## src/hw/cal_clock_regs.vh

```
// Register offsets, field positions, reset values and timing constants of the calendar clock
`ifndef CAL_CLOCK_REGS_VH
`define CAL_CLOCK_REGS_VH

// Host-visible register offsets on address_lines
`define OFF_SEC 5'h00
`define OFF_MIN 5'h01
`define OFF_HOUR 5'h02
`define OFF_DOW 5'h03
`define OFF_DATE 5'h04
`define OFF_MONTH 5'h05
`define OFF_YEAR 5'h06
`define OFF_ALM_SEC 5'h08
`define OFF_ALM_MIN 5'h09
`define OFF_ALM_HOUR 5'h0A
`define OFF_ALM_DATE 5'h0B
`define OFF_WDOG 5'h0C
`define OFF_FLAGS 5'h0D
`define OFF_CTRL 5'h0E

// Flag register bit positions (write 1 to clear)
`define FLG_ALARM 0
`define FLG_WDOG 1
`define FLG_WAKE 2
`define FLG_PWR_REL 7

// Control register bit positions
`define CTL_ALARM_IE 0
`define CTL_WDOG_IE 1
`define CTL_WAKE_IE 2
`define CTL_WDOG_RST 3
`define CTL_ALARM_PWR 4
`define CTL_WAKE_PWR 5
`define CTL_TE 7

// Alarm byte: bit 7 set means field ignored
`define ALM_MASK 7

// Reset values
`define CTRL_RST 8'h80
`define ALM_RST 8'h80
`define DATE_RST 5'h01
`define MONTH_RST 4'h1
`define DOW_RST 3'h1

// Timing
`define CLK_HZ 100000000
`define REC_MS 200
`define SEC_CYCLES (`CLK_HZ)
`define REC_CYCLES (`REC_MS * (`CLK_HZ / 1000))

`endif

```

## src/hw/cal_clock_core.v

```verilog
// Buffered calendar clock core with byte-wide host port, supervisor and event outputs
`timescale 1ns/1ps
`include "cal_clock_regs.vh"

module cal_clock_core #(
	parameter SEC_CYCLES = `SEC_CYCLES,
	parameter REC_CYCLES = `REC_CYCLES
) (
	input wire ref_clk,
	input wire arst_n,
	input wire osc_run,
	input wire supply_fail,
	input wire chip_sel_n,
	input wire out_en_n,
	input wire wr_en_n,
	input wire [4:0] address_lines,
	input wire [7:0] data_in,
	output reg [7:0] data_out,
	output wire data_oe_n,
	input wire wake_input_n,
	output wire irq_n,
	output wire rst_n,
	output wire power_on_request_n
);

	// Days in a month; years 00..99, every fourth one leap
	function [4:0] month_days;
		input [3:0] m;
		input [6:0] y;
		begin
			case (m)
				4'h4, 4'h6, 4'h9, 4'hB: month_days = 5'h1E;
				4'h2: month_days = (y[1:0] == 2'h0) ? 5'h1D : 5'h1C;
				default: month_days = 5'h1F;
			endcase
		end
	endfunction

	// Internal counting set
	reg [5:0] sec_ff, min_ff;
	reg [4:0] hour_ff, date_ff;
	reg [2:0] dow_ff;
	reg [3:0] mon_ff;
	reg [6:0] year_ff;
	reg [5:0] nxt_sec, nxt_min;
	reg [4:0] nxt_hour, nxt_date;
	reg [2:0] nxt_dow;
	reg [3:0] nxt_mon;
	reg [6:0] nxt_year;
	// External, host-visible set
	reg [5:0] xsec_ff, xmin_ff;
	reg [4:0] xhour_ff, xdate_ff;
	reg [2:0] xdow_ff;
	reg [3:0] xmon_ff;
	reg [6:0] xyear_ff;
	// Alarm, watchdog, control, flags
	reg [7:0] alm_sec_ff, alm_min_ff, alm_hour_ff, alm_date_ff;
	reg [7:0] wd_load_ff, wd_cnt_ff;
	reg [7:0] ctrl_ff;
	reg [2:0] flag_ff; // Alarm, watchdog, wake
	reg pwr_ff; // Power request active
	reg dirty_ff; // Host wrote a time register while frozen
	// Timebase and supervisor
	reg [31:0] pre_ff;
	reg tick_d_ff; // One cycle after an internal update
	reg [31:0] rec_ff; // Reset recovery countdown
	reg wr_d_ff; // Write strobe seen last cycle
	reg wake_d_ff; // Wake input last cycle
	reg irq_ff, rst_ff, pwr_out_ff;

	// Port decode; supply fail forces deselect
	wire sel = !chip_sel_n && !supply_fail;
	wire wr_act = sel && !wr_en_n;
	wire wr_go = wr_act && !wr_d_ff; // Later of the two falling edges
	wire rd_act = sel && !out_en_n && wr_en_n;
	wire tick = osc_run && (pre_ff == SEC_CYCLES - 1);
	wire te = ctrl_ff[`CTL_TE];
	// TE 0 to 1 loads host values only after a time write, so a read freeze loses no time
	wire te_rise = wr_go && (address_lines == `OFF_CTRL) && data_in[`CTL_TE] && !te && dirty_ff;
	wire wr_time = wr_go && (address_lines <= `OFF_YEAR);
	wire wake_ev = wake_d_ff && !wake_input_n;
	wire wd_ev = tick_d_ff && (wd_cnt_ff == 8'h01);
	wire alm_ev = tick_d_ff && (alm_sec_ff[`ALM_MASK] || alm_sec_ff[5:0] == sec_ff)
		&& (alm_min_ff[`ALM_MASK] || alm_min_ff[5:0] == min_ff)
		&& (alm_hour_ff[`ALM_MASK] || alm_hour_ff[4:0] == hour_ff)
		&& (alm_date_ff[`ALM_MASK] || alm_date_ff[4:0] == date_ff);

	// Read data is registered; driven only during a read
	assign data_oe_n = !rd_act;
	assign irq_n = !irq_ff;
	assign rst_n = !rst_ff;
	assign power_on_request_n = !pwr_out_ff;

	// One-second prescaler; stops with the oscillator
	always @(posedge ref_clk or negedge arst_n) begin
		if (!arst_n) begin
			pre_ff <= 32'h00000000;
			tick_d_ff <= 1'b0;
		end else begin
			tick_d_ff <= tick;
			if (!osc_run || tick) begin
				pre_ff <= 32'h00000000;
			end else begin
				pre_ff <= pre_ff + 32'h00000001;
			end
		end
	end

	// Next internal time: load from host set, else ripple on a tick
	always @* begin
		nxt_sec = sec_ff;
		nxt_min = min_ff;
		nxt_hour = hour_ff;
		nxt_dow = dow_ff;
		nxt_date = date_ff;
		nxt_mon = mon_ff;
		nxt_year = year_ff;
		if (te_rise) begin
			// Host-set time becomes the running time
			nxt_sec = xsec_ff;
			nxt_min = xmin_ff;
			nxt_hour = xhour_ff;
			nxt_dow = xdow_ff;
			nxt_date = xdate_ff;
			nxt_mon = xmon_ff;
			nxt_year = xyear_ff;
		end else if (tick) begin
			if (sec_ff != 6'h3B) begin
				nxt_sec = sec_ff + 6'h01;
			end else begin
				nxt_sec = 6'h00;
				if (min_ff != 6'h3B) begin
					nxt_min = min_ff + 6'h01;
				end else begin
					nxt_min = 6'h00;
					if (hour_ff != 5'h17) begin
						nxt_hour = hour_ff + 5'h01;
					end else begin
						// Midnight: day of week and date roll
						nxt_hour = 5'h00;
						nxt_dow = (dow_ff == 3'h7) ? `DOW_RST : dow_ff + 3'h1;
						if (date_ff < month_days(mon_ff, year_ff)) begin
							nxt_date = date_ff + 5'h01;
						end else begin
							nxt_date = `DATE_RST;
							if (mon_ff != 4'hC) begin
								nxt_mon = mon_ff + 4'h1;
							end else begin
								nxt_mon = `MONTH_RST;
								nxt_year = (year_ff == 7'h63) ? 7'h00 : year_ff + 7'h01;
							end
						end
					end
				end
			end
		end
	end

	// Internal set keeps running while the host side is frozen
	always @(posedge ref_clk or negedge arst_n) begin
		if (!arst_n) begin
			sec_ff <= 6'h00;
			min_ff <= 6'h00;
			hour_ff <= 5'h00;
			dow_ff <= `DOW_RST;
			date_ff <= `DATE_RST;
			mon_ff <= `MONTH_RST;
			year_ff <= 7'h00;
		end else begin
			sec_ff <= nxt_sec;
			min_ff <= nxt_min;
			hour_ff <= nxt_hour;
			dow_ff <= nxt_dow;
			date_ff <= nxt_date;
			mon_ff <= nxt_mon;
			year_ff <= nxt_year;
		end
	end

	// External set: host writes, or a copy the cycle after each tick while TE is set
	always @(posedge ref_clk or negedge arst_n) begin
		if (!arst_n) begin
			xsec_ff <= 6'h00;
			xmin_ff <= 6'h00;
			xhour_ff <= 5'h00;
			xdow_ff <= `DOW_RST;
			xdate_ff <= `DATE_RST;
			xmon_ff <= `MONTH_RST;
			xyear_ff <= 7'h00;
		end else if (wr_time) begin
			// Host write wins over a copy in the same cycle
			case (address_lines)
				`OFF_SEC: xsec_ff <= data_in[5:0];
				`OFF_MIN: xmin_ff <= data_in[5:0];
				`OFF_HOUR: xhour_ff <= data_in[4:0];
				`OFF_DOW: xdow_ff <= data_in[2:0];
				`OFF_DATE: xdate_ff <= data_in[4:0];
				`OFF_MONTH: xmon_ff <= data_in[3:0];
				default: xyear_ff <= data_in[6:0];
			endcase
		end else if (tick_d_ff && te) begin
			xsec_ff <= sec_ff;
			xmin_ff <= min_ff;
			xhour_ff <= hour_ff;
			xdow_ff <= dow_ff;
			xdate_ff <= date_ff;
			xmon_ff <= mon_ff;
			xyear_ff <= year_ff;
		end
	end

	// Alarm, watchdog and control registers
	always @(posedge ref_clk or negedge arst_n) begin
		if (!arst_n) begin
			alm_sec_ff <= `ALM_RST;
			alm_min_ff <= `ALM_RST;
			alm_hour_ff <= `ALM_RST;
			alm_date_ff <= `ALM_RST;
			wd_load_ff <= 8'h00;
			wd_cnt_ff <= 8'h00;
			ctrl_ff <= `CTRL_RST;
		end else begin
			// Watchdog counts seconds; zero load disables it
			if (wr_go && address_lines == `OFF_WDOG) begin
				wd_load_ff <= data_in;
				wd_cnt_ff <= data_in;
			end else if (wd_ev) begin
				wd_cnt_ff <= wd_load_ff;
			end else if (tick_d_ff && wd_cnt_ff != 8'h00) begin
				wd_cnt_ff <= wd_cnt_ff - 8'h01;
			end
			if (wr_go) begin
				case (address_lines)
					`OFF_ALM_SEC: alm_sec_ff <= data_in;
					`OFF_ALM_MIN: alm_min_ff <= data_in;
					`OFF_ALM_HOUR: alm_hour_ff <= data_in;
					`OFF_ALM_DATE: alm_date_ff <= data_in;
					`OFF_CTRL: ctrl_ff <= data_in;
					default: ctrl_ff <= ctrl_ff;
				endcase
			end
		end
	end

	// Sticky event flags and power request; a new event beats the clear
	always @(posedge ref_clk or negedge arst_n) begin
		if (!arst_n) begin
			flag_ff <= 3'h0;
			pwr_ff <= 1'b0;
			wr_d_ff <= 1'b0;
			wake_d_ff <= 1'b1;
			dirty_ff <= 1'b0;
		end else begin
			wr_d_ff <= wr_act;
			wake_d_ff <= wake_input_n;
			dirty_ff <= !te && (dirty_ff || wr_time);
			if (wr_go && address_lines == `OFF_FLAGS) begin
				flag_ff <= (flag_ff & ~data_in[2:0]) | {wake_ev, wd_ev, alm_ev};
			end else begin
				flag_ff <= flag_ff | {wake_ev, wd_ev, alm_ev};
			end
			// Wake events assert the request even while the port is blocked
			if ((alm_ev && ctrl_ff[`CTL_ALARM_PWR]) || (wake_ev && ctrl_ff[`CTL_WAKE_PWR])) begin
				pwr_ff <= 1'b1;
			end else if (wr_go && address_lines == `OFF_FLAGS && data_in[`FLG_PWR_REL]) begin
				pwr_ff <= 1'b0;
			end
		end
	end

	// Supervisor: reset held in fail and for the recovery time after
	always @(posedge ref_clk or negedge arst_n) begin
		if (!arst_n) begin
			rec_ff <= REC_CYCLES; // Power-on counts as a recovery
		end else if (supply_fail || (wd_ev && ctrl_ff[`CTL_WDOG_RST])) begin
			rec_ff <= REC_CYCLES;
		end else if (rec_ff != 32'h00000000) begin
			rec_ff <= rec_ff - 32'h00000001;
		end
	end

	// Registered pin levels; interrupt routes enabled flags, the watchdog flag only while CTL_WDOG_RST is clear
	always @(posedge ref_clk or negedge arst_n) begin
		if (!arst_n) begin
			irq_ff <= 1'b0;
			rst_ff <= 1'b1;
			pwr_out_ff <= 1'b0;
		end else begin
			irq_ff <= (flag_ff[`FLG_ALARM] && ctrl_ff[`CTL_ALARM_IE])
				|| (flag_ff[`FLG_WDOG] && ctrl_ff[`CTL_WDOG_IE] && !ctrl_ff[`CTL_WDOG_RST])
				|| (flag_ff[`FLG_WAKE] && ctrl_ff[`CTL_WAKE_IE]);
			rst_ff <= supply_fail || (rec_ff != 32'h00000000);
			pwr_out_ff <= pwr_ff;
		end
	end

	// Read mux into the output register
	always @(posedge ref_clk or negedge arst_n) begin
		if (!arst_n) begin
			data_out <= 8'h00;
		end else begin
			case (address_lines)
				`OFF_SEC: data_out <= {2'h0, xsec_ff};
				`OFF_MIN: data_out <= {2'h0, xmin_ff};
				`OFF_HOUR: data_out <= {3'h0, xhour_ff};
				`OFF_DOW: data_out <= {5'h00, xdow_ff};
				`OFF_DATE: data_out <= {3'h0, xdate_ff};
				`OFF_MONTH: data_out <= {4'h0, xmon_ff};
				`OFF_YEAR: data_out <= {1'b0, xyear_ff};
				`OFF_ALM_SEC: data_out <= alm_sec_ff;
				`OFF_ALM_MIN: data_out <= alm_min_ff;
				`OFF_ALM_HOUR: data_out <= alm_hour_ff;
				`OFF_ALM_DATE: data_out <= alm_date_ff;
				`OFF_WDOG: data_out <= wd_cnt_ff;
				`OFF_FLAGS: data_out <= {pwr_ff, 4'h0, flag_ff};
				`OFF_CTRL: data_out <= ctrl_ff;
				default: data_out <= 8'h00;
			endcase
		end
	end

endmodule

```

## config.mk

```make
export PLATFORM = sky130hd
export DESIGN_NAME = cal_clock_core
export DESIGN_NICKNAME = d
export VERILOG_FILES = /design/src/hw/cal_clock_core.v
export VERILOG_INCLUDE_DIRS = /design/src /design/src/hw
export SDC_FILE = /design/constraint.sdc
export NUM_CORES = 1
export LEC_CHECK = 0
export ABC_CLOCK_PERIOD_IN_PS = 3450
export BUFFER_PORTS_ARGS = -buffer_cell sky130_fd_sc_hd__clkbuf_2
export CAP_MARGIN = 30
export CORE_MARGIN = 5
export CORE_UTILIZATION = 60
export DETAILED_ROUTE_END_ITERATION = 16
export PLACE_DENSITY = 0.77
export SYNTH_ARGS = -nofsm -noshare
export SYNTH_HDL_FRONTEND = slang
export SYNTH_SLANG_ARGS = --single-unit
```

## constraint.sdc

```tcl
create_clock -name ref_clk -period 3.45 [get_ports ref_clk]
set_input_delay 0.1725 -clock ref_clk [delete_from_list [all_inputs] [get_ports ref_clk]]
set_output_delay 0.1725 -clock ref_clk [all_outputs]
set_load 0.02 [all_outputs]
```

==> run metrics, run 1 <==
Worst-Margin Slew=roughly 990 ps; RSZ-0062 raised after global routing=no; number of global-route vias before repair=8817; part of the power in combinational logic=0.073; reg2reg path depth=9; critical path endpoint category=flip-flop; critical path class=reg2reg; clock buffer count from CTS=24; drt drc=0; routed vias/inst=6.45; Syn Nets=1193; Final Routed Wirelength=28.7 mm; Synth Instances=1154; Psw=1420 uW; CP Data Required Time=3890 ps; min-delay worst type=in2reg; r2r startpoint=mon_ff[0]; Clock Power Share=0.458; Post-synth EDFFs=0; critical path peak fanout=6; IO Count=33; cell row count=49; Placeable Area=0.0180 mm^2; GRT Residual Overflow=0; Finish-stage setup viols=0; First DRT Iteration DRCs=858; area of the mapped netlist=roughly 0.011 mm^2; die height=between 100 and 150 um; synth unique cells=79; IO buf count=32; power per cell area=470 mW/mm^2; CP Launch Type=flip-flop; maximum clock path buffer count=3; Final period util=0.867; cell leakage power=approximately 0.0057 uW; Worst-path clk slew=about 60 ps; share of cells above drive strength 1=0.156; first-pass GRT wire length=47.1 mm; Die ar.=0.0212 mm^2; Final Max Tran Viols=0; largest net degree at the start of global routing=100; n_diodes=0; Min-Delay Endpoint=wd_load_ff[6]; clock skew=30.7 ps; fraction of registers with async set/reset=1.00; most frequent cells in the layout=dfrtp_1, nor2_1, nand2_1; Reg2Reg Setup Slack=460 ps; setup tns final=0 ps; DR pass1 iterations=5; Yosys reg bits=211; Die X=146 um; total number of yosys warnings=0; total number of vias=~9300; hpwl dp=approximately 20 mm; Final min period=2990 ps; Switching Share=0.244; Worst Hold Launch=data_in[6]; sequential area share after synthesis=0.481; Worst slew margin=0.335; Avg Cell Area, Syn=about 9.6 um^2; Max-cap violations=0; ys flop type=dfrtp_1; Int Power=4400 uW; # nets final=1234; Hold Violations, Final=0; Initial Util=0.612; WL/cell=19.9 um; Arr. time, crit path=3440 ps; area grow syn2layout=12.4%; H-Tree Level Count=1; Root Driver=clkbuf_16; Final ANT Viol Nets=0; status=completed; Worst-Skew Late Latency=520 ps; CTS tree=yes; Total Routing Usage GR=0.268; Hold Crit Depth=3; achievable frequency=0.334 GHz; initial antenna violation count=1; Worst VDD drop=~0.45 mV; Total Power=slightly below 6000 uW; GP Congestion=0.956; commonest non-fill, non-tap cell in the layout=dfrtp_1; Seq pwr share=0.469; Clock Sinks=211; reg2reg end=year_ff[0]
==> worst max-delay path, stage by stage (launching register included) <==
cell and delay, ps:
dfstp_2 580, inv_1 100, ha_1 230, and3_1 190, ha_1 260, o2111ai_1 150
a211oi_1 580, nand3_1 270, or3_1 390, a31oi_1 160
==> cell families after synthesis <==
kind of cell / count (synthesis) / synth area share
AND/OR/NAND/NOR: 506 / 0.230
AO/OA/AOI/OAI: 222 / 0.129
flip-flops: 211 / 0.481
XOR/XNOR: 73 / 0.0579
buffers and inverters: 64 / 0.0224
multiplexers: 60 / 0.0590
adder cells (fa/ha/maj): 18 / 0.0204
==> final cells by class <==
cell class,count,area [um^2]
Tap cell,229,287
Multi-Input combinational cell,879,5490
Clock inverter,13,150
Timing Repair Buffer,59,403
Inverter,20,75.1
Fill cell,1364,5620
Sequential cell,211,5310
Clock buffer,31,688
==> state kept, by name (all words and copies together) (netlist names), 5 cells and up <==
signal / count
alm_min_ff: 8
wd_cnt_ff: 8
xhour_ff: 5
xyear_ff: 7
alm_hour_ff: 8
rec_ff: 32
data_out: 8
ctrl_ff: 8
xmin_ff: 6
date_ff: 5
xsec_ff: 6
sec_ff: 6
pre_ff: 32
min_ff: 6
xdate_ff: 5
wd_load_ff: 8
alm_sec_ff: 8
hour_ff: 5
year_ff: 7
alm_date_ff: 8
==> through the flow <==
step	setup slack, ps	utilization	instances	hold WS (ps)	area (um^2)
3_5_place_dp	508	0.638	1391	258	11500
6_report	457	0.688	1442	49.2	12400
3_3_place_gp	648	0.638	1391	254	11500
5_1_grt	259	0.688	1442	53.1	12400
2_1_floorplan	860	-	1154	-123	11000
4_1_cts	484	0.688	1442	21.5	12400
==> layer usage <==
metal | wire [um] | GRT usage | vias to the layer above
met3 | 2380 | 0.0514 | 112
met2 | 13000 | 0.416 | 431
li1 | - | - | 4268
met1 | 12000 | 0.376 | 4489
met4 | 1330 | 0.106 | 2
met5 | 7 | 0 | -
==> timing repair <==
action	CTS	global route
hold buffers	7	0
hold endpoints to repair	92	0
setup buffers	0	0
gates resized for setup	0	0
==> power by group through the flow <==
| stage | Clock [uW] | Combinational, uW | Sequential [uW] |
|---|---|---|---|
| after floorplan | 0 | 271 | 2720 |
| after global placement | 0 | 407 | 2760 |
| after detailed placement | 0 | 420 | 2760 |
| after CTS | 2700 | 428 | 2720 |
| after global routing | 2820 | 478 | 2740 |
| final | 2670 | 427 | 2730 |
==> worst max-delay path by stage <==
| stage | from | end | cells past startpoint |
|---|---|---|---|
| after global placement | mon_ff[0] | year_ff[0] | 9 |
| after CTS | mon_ff[0] | year_ff[0] | 9 |
| after detailed placement | mon_ff[0] | year_ff[0] | 9 |
| final | mon_ff[0] | year_ff[0] | 9 |
| after global routing | mon_ff[0] | year_ff[0] | 9 |
| after floorplan | mon_ff[0] | year_ff[0] | 9 |
==> cell usage after synthesis, types with 8 or more instances <==
cell type / n / share of area
ha_1: 18 / 0.020
xor2_1: 40 / 0.032
clkbuf_1: 33 / 0.011
nand2b_1: 8 / 0.0045
and3_1: 16 / 0.0091
or3_1: 15 / 0.0085
a21oi_1: 48 / 0.022
nand3_1: 41 / 0.019
xnor2_1: 33 / 0.026
nand4_1: 21 / 0.012
a22oi_1: 25 / 0.017
nor4_1: 21 / 0.012
inv_1: 19 / 0.0065
dfstp_2: 21 / 0.050
mux2i_1: 20 / 0.018
o21ai_0: 46 / 0.021
nor2_1: 171 / 0.058
nor3_1: 25 / 0.011
dfrtp_1: 190 / 0.43
a31oi_1: 18 / 0.010
nand2_1: 120 / 0.041
mux2_2: 40 / 0.041
o22ai_1: 29 / 0.016
(Power assumes the default switching activity.)
==> run 2: changes to the inputs <==
--- a/config.mk
+++ b/config.mk
@@ -9,10 +9,11 @@
 export ABC_CLOCK_PERIOD_IN_PS = 3450
 export BUFFER_PORTS_ARGS = -buffer_cell sky130_fd_sc_hd__clkbuf_2
 export CAP_MARGIN = 30
+export CORE_ASPECT_RATIO = 0.7
 export CORE_MARGIN = 5
 export CORE_UTILIZATION = 60
 export DETAILED_ROUTE_END_ITERATION = 16
-export PLACE_DENSITY = 0.77
+export PLACE_DENSITY = 0.76
 export SYNTH_ARGS = -nofsm -noshare
 export SYNTH_HDL_FRONTEND = slang
 export SYNTH_SLANG_ARGS = --single-unit
==> run 2 against run 1 <==
Compared with the run above: worst setup slack improved by 59 ps; power decreased by 5.3%; die area increased by 0.20%; register-to-register slack improved by 120 ps; first-iteration DRC count increased by 21%; sequential share of layout area increased by 0.53 points; hold slack got worse by 30 ps; largest power group unchanged; highest routed layer unchanged.
==> run metrics, run 2 (same netlist as run 1, synthesis figures left out) <==
cell leakage power=0.00560 uW (-1.5%); hpwl dp=20.8 mm (+5.3%); Root Driver=clkbuf_16; Max-cap violations=0 (unchanged); delay-heaviest family, CP=simple AND/OR/NAND/NOR gates; Worst-Margin Slew=833 ps (-162 ps); drt drc=0 (unchanged); area grow syn2layout=11.0%; most frequent cells in the layout=dfrtp_1, nor2_1, nand2_1; clock skew=7.09 ps (-23.6 ps); routed vias/inst=6.39 (-0.91%); CP max stage cell=nand3_1; setup tns final=0 ps (unchanged); placed cells=1394 (+0.22%); Hold Violations, Final=0 (unchanged); Total Routing Usage GR=0.283 (+0.0146); post-CTS resize count=0 (unchanged); CTS tree=yes; RSZ-0062 raised after global routing=no; GRT met2 Usage=0.401 (-0.0148); Clock Power Share=0.427 (-0.031); busiest grt layer=met1; critical path peak fanout=17 (+11); DR pass1 iterations=6 (+1); CP Cell Sequence=dlygate4sd3_1, clkbuf_2, nor4_2, nand3_1, nand3_1, buf_4, nand2_1, nor2_1, nor2_1; Initial Util=0.611 (-0.00110); WL/cell=20.5 um (+3.0%); met3 Use GR=0.0895 (+0.0381); CP Data Required Time=3850 ps (-40 ps); Buf/Inv on CP=3 (+2); Max stage delay on crit path=600 ps (+20 ps); Final Non-Filler Cells=1439 (-0.21%); cell row count=41 (-16%); Place WS=602 ps (+93.5 ps); commonest non-fill, non-tap cell in the layout=dfrtp_1; Arr. time, crit path=3330 ps (-110 ps); largest net degree at the start of global routing=102 (+2.0%); clock buffer count from CTS=22 (-8.3%); Die ar.=0.0212 mm^2 (+0.20%); H-Tree Level Count=1 (unchanged); Hold Crit Depth=2 (-1); Switching Share=0.251 (+0.00724); GP Congestion=0.976 (+2.1%); Worst VDD drop=0.416 mV (-8.0%); power per cell area=450 mW/mm^2 (-4.1%); IO buf count=32 (unchanged); die height=123 um (-15%); # nets final=1226 (-0.65%); Worst Slack Setup Final=516 ps (+59.0 ps); reg2reg path depth=9 (unchanged); Finish-stage setup viols=0 (unchanged); GRT Residual Overflow=0 (unchanged); Psw=1390 uW (-2.5%); critical path class=in2reg; Seq pwr share=0.495 (+0.026); Int Power=4130 uW (-6.2%); Worst slew margin=0.441 (+0.106); achievable frequency=0.341 GHz (+2.0%); Placeable Area=0.0181 mm^2 (+0.18%); Final min period=2930 ps (-59.0 ps); status=completed; Final Max Tran Viols=0 (unchanged); first-pass GRT wire length=47.5 mm (+0.72%); met1 Use GR=0.427 (+0.0508); n_diodes=0 (unchanged); number of global-route vias before repair=8660 (-1.8%); First DRT Iteration DRCs=1034 (+21%); registers with the most flip-flops=pre_ff (32), rec_ff (32); total number of vias=9198 (-1.1%); Die X=172 um (+18%); initial antenna violation count=1 (unchanged); FILL cells=1394 (+2.2%); Final Routed Wirelength=29.5 mm (+2.8%); Worst-Skew Late Latency=510 ps (about the same); IO Count=33 (unchanged); Final period util=0.850 (-0.0171); min-delay worst type=in2reg; part of the power in combinational logic=0.078 (+0.005); CP Launch Type=input port; maximum clock path buffer count=3 (unchanged); Clock Sinks=211 (unchanged); Worst path depth=9 (unchanged); Total Power=5520 uW (-5.3%); critical path endpoint category=flip-flop; Final ANT Viol Nets=0 (unchanged); Worst-path clk slew=60 ps (about the same); share of cells above drive strength 1=0.148 (-0.00785)
[run 2: layout make-up]
| type | instances | area [um^2] | area share |
|---|---|---|---|
| Clock buffer | 31 | 636 | 0.0519 |
| Clock inverter | 9 | 80.1 | 0.00654 |
| Tap cell | 236 | 295 | 0.0241 |
| Multi-Input combinational cell | 879 | 5490 | 0.448 |
| Timing Repair Buffer | 53 | 365 | 0.0298 |
| Inverter | 20 | 75.1 | 0.00613 |
| Sequential cell | 211 | 5310 | 0.433 |
[run 2: final timing paths]
| path | startpoint | endpoint | slack (ps) |
|---|---|---|---|
| max | supply_fail | xmin_ff[0] | 520 |
| min | osc_run | pre_ff[1] | 20 |
| max reg2reg | mon_ff[0] | year_ff[0] | 580 |
| min reg2reg | pwr_ff | pwr_out_ff | 430 |
| max in group asynchronous | arst_n | rec_ff[24] | 2240 |
| min in group asynchronous | arst_n | pre_ff[5] | 210 |
[run 2: stage by stage]
stage	hold WS, ps	cell area [um^2]	utilization
after global placement	176	11500	0.636
after global routing	24.1	12300	0.678
after floorplan	-123	11000	-
final	18.9	12300	0.678
after CTS	15.5	12300	0.678
after detailed placement	171	11500	0.636
[run 2: per-layer routing]
| metal | share of wire | wire length (um) |
|---|---|---|
| met5 | 0.0027 | 81 |
| met1 | 0.46 | 13500 |
| met2 | 0.42 | 12300 |
| met4 | 0.023 | 689 |
| met3 | 0.10 | 3010 |
[run 2: power by group through the flow]
stage	sequential, uW	clock, uW	combinational [uW]
CTS	2720	2380	429
global placement	2760	0	411
global route	2740	2490	481
detailed placement	2770	0	421
floorplan	2720	0	271
finish	2730	2350	431
[run 2: timing repair]
item                      in CTS  in global routing
buffers inserted               0                  0
hold endpoints to repair      69                  0
hold buffers                   5                  0
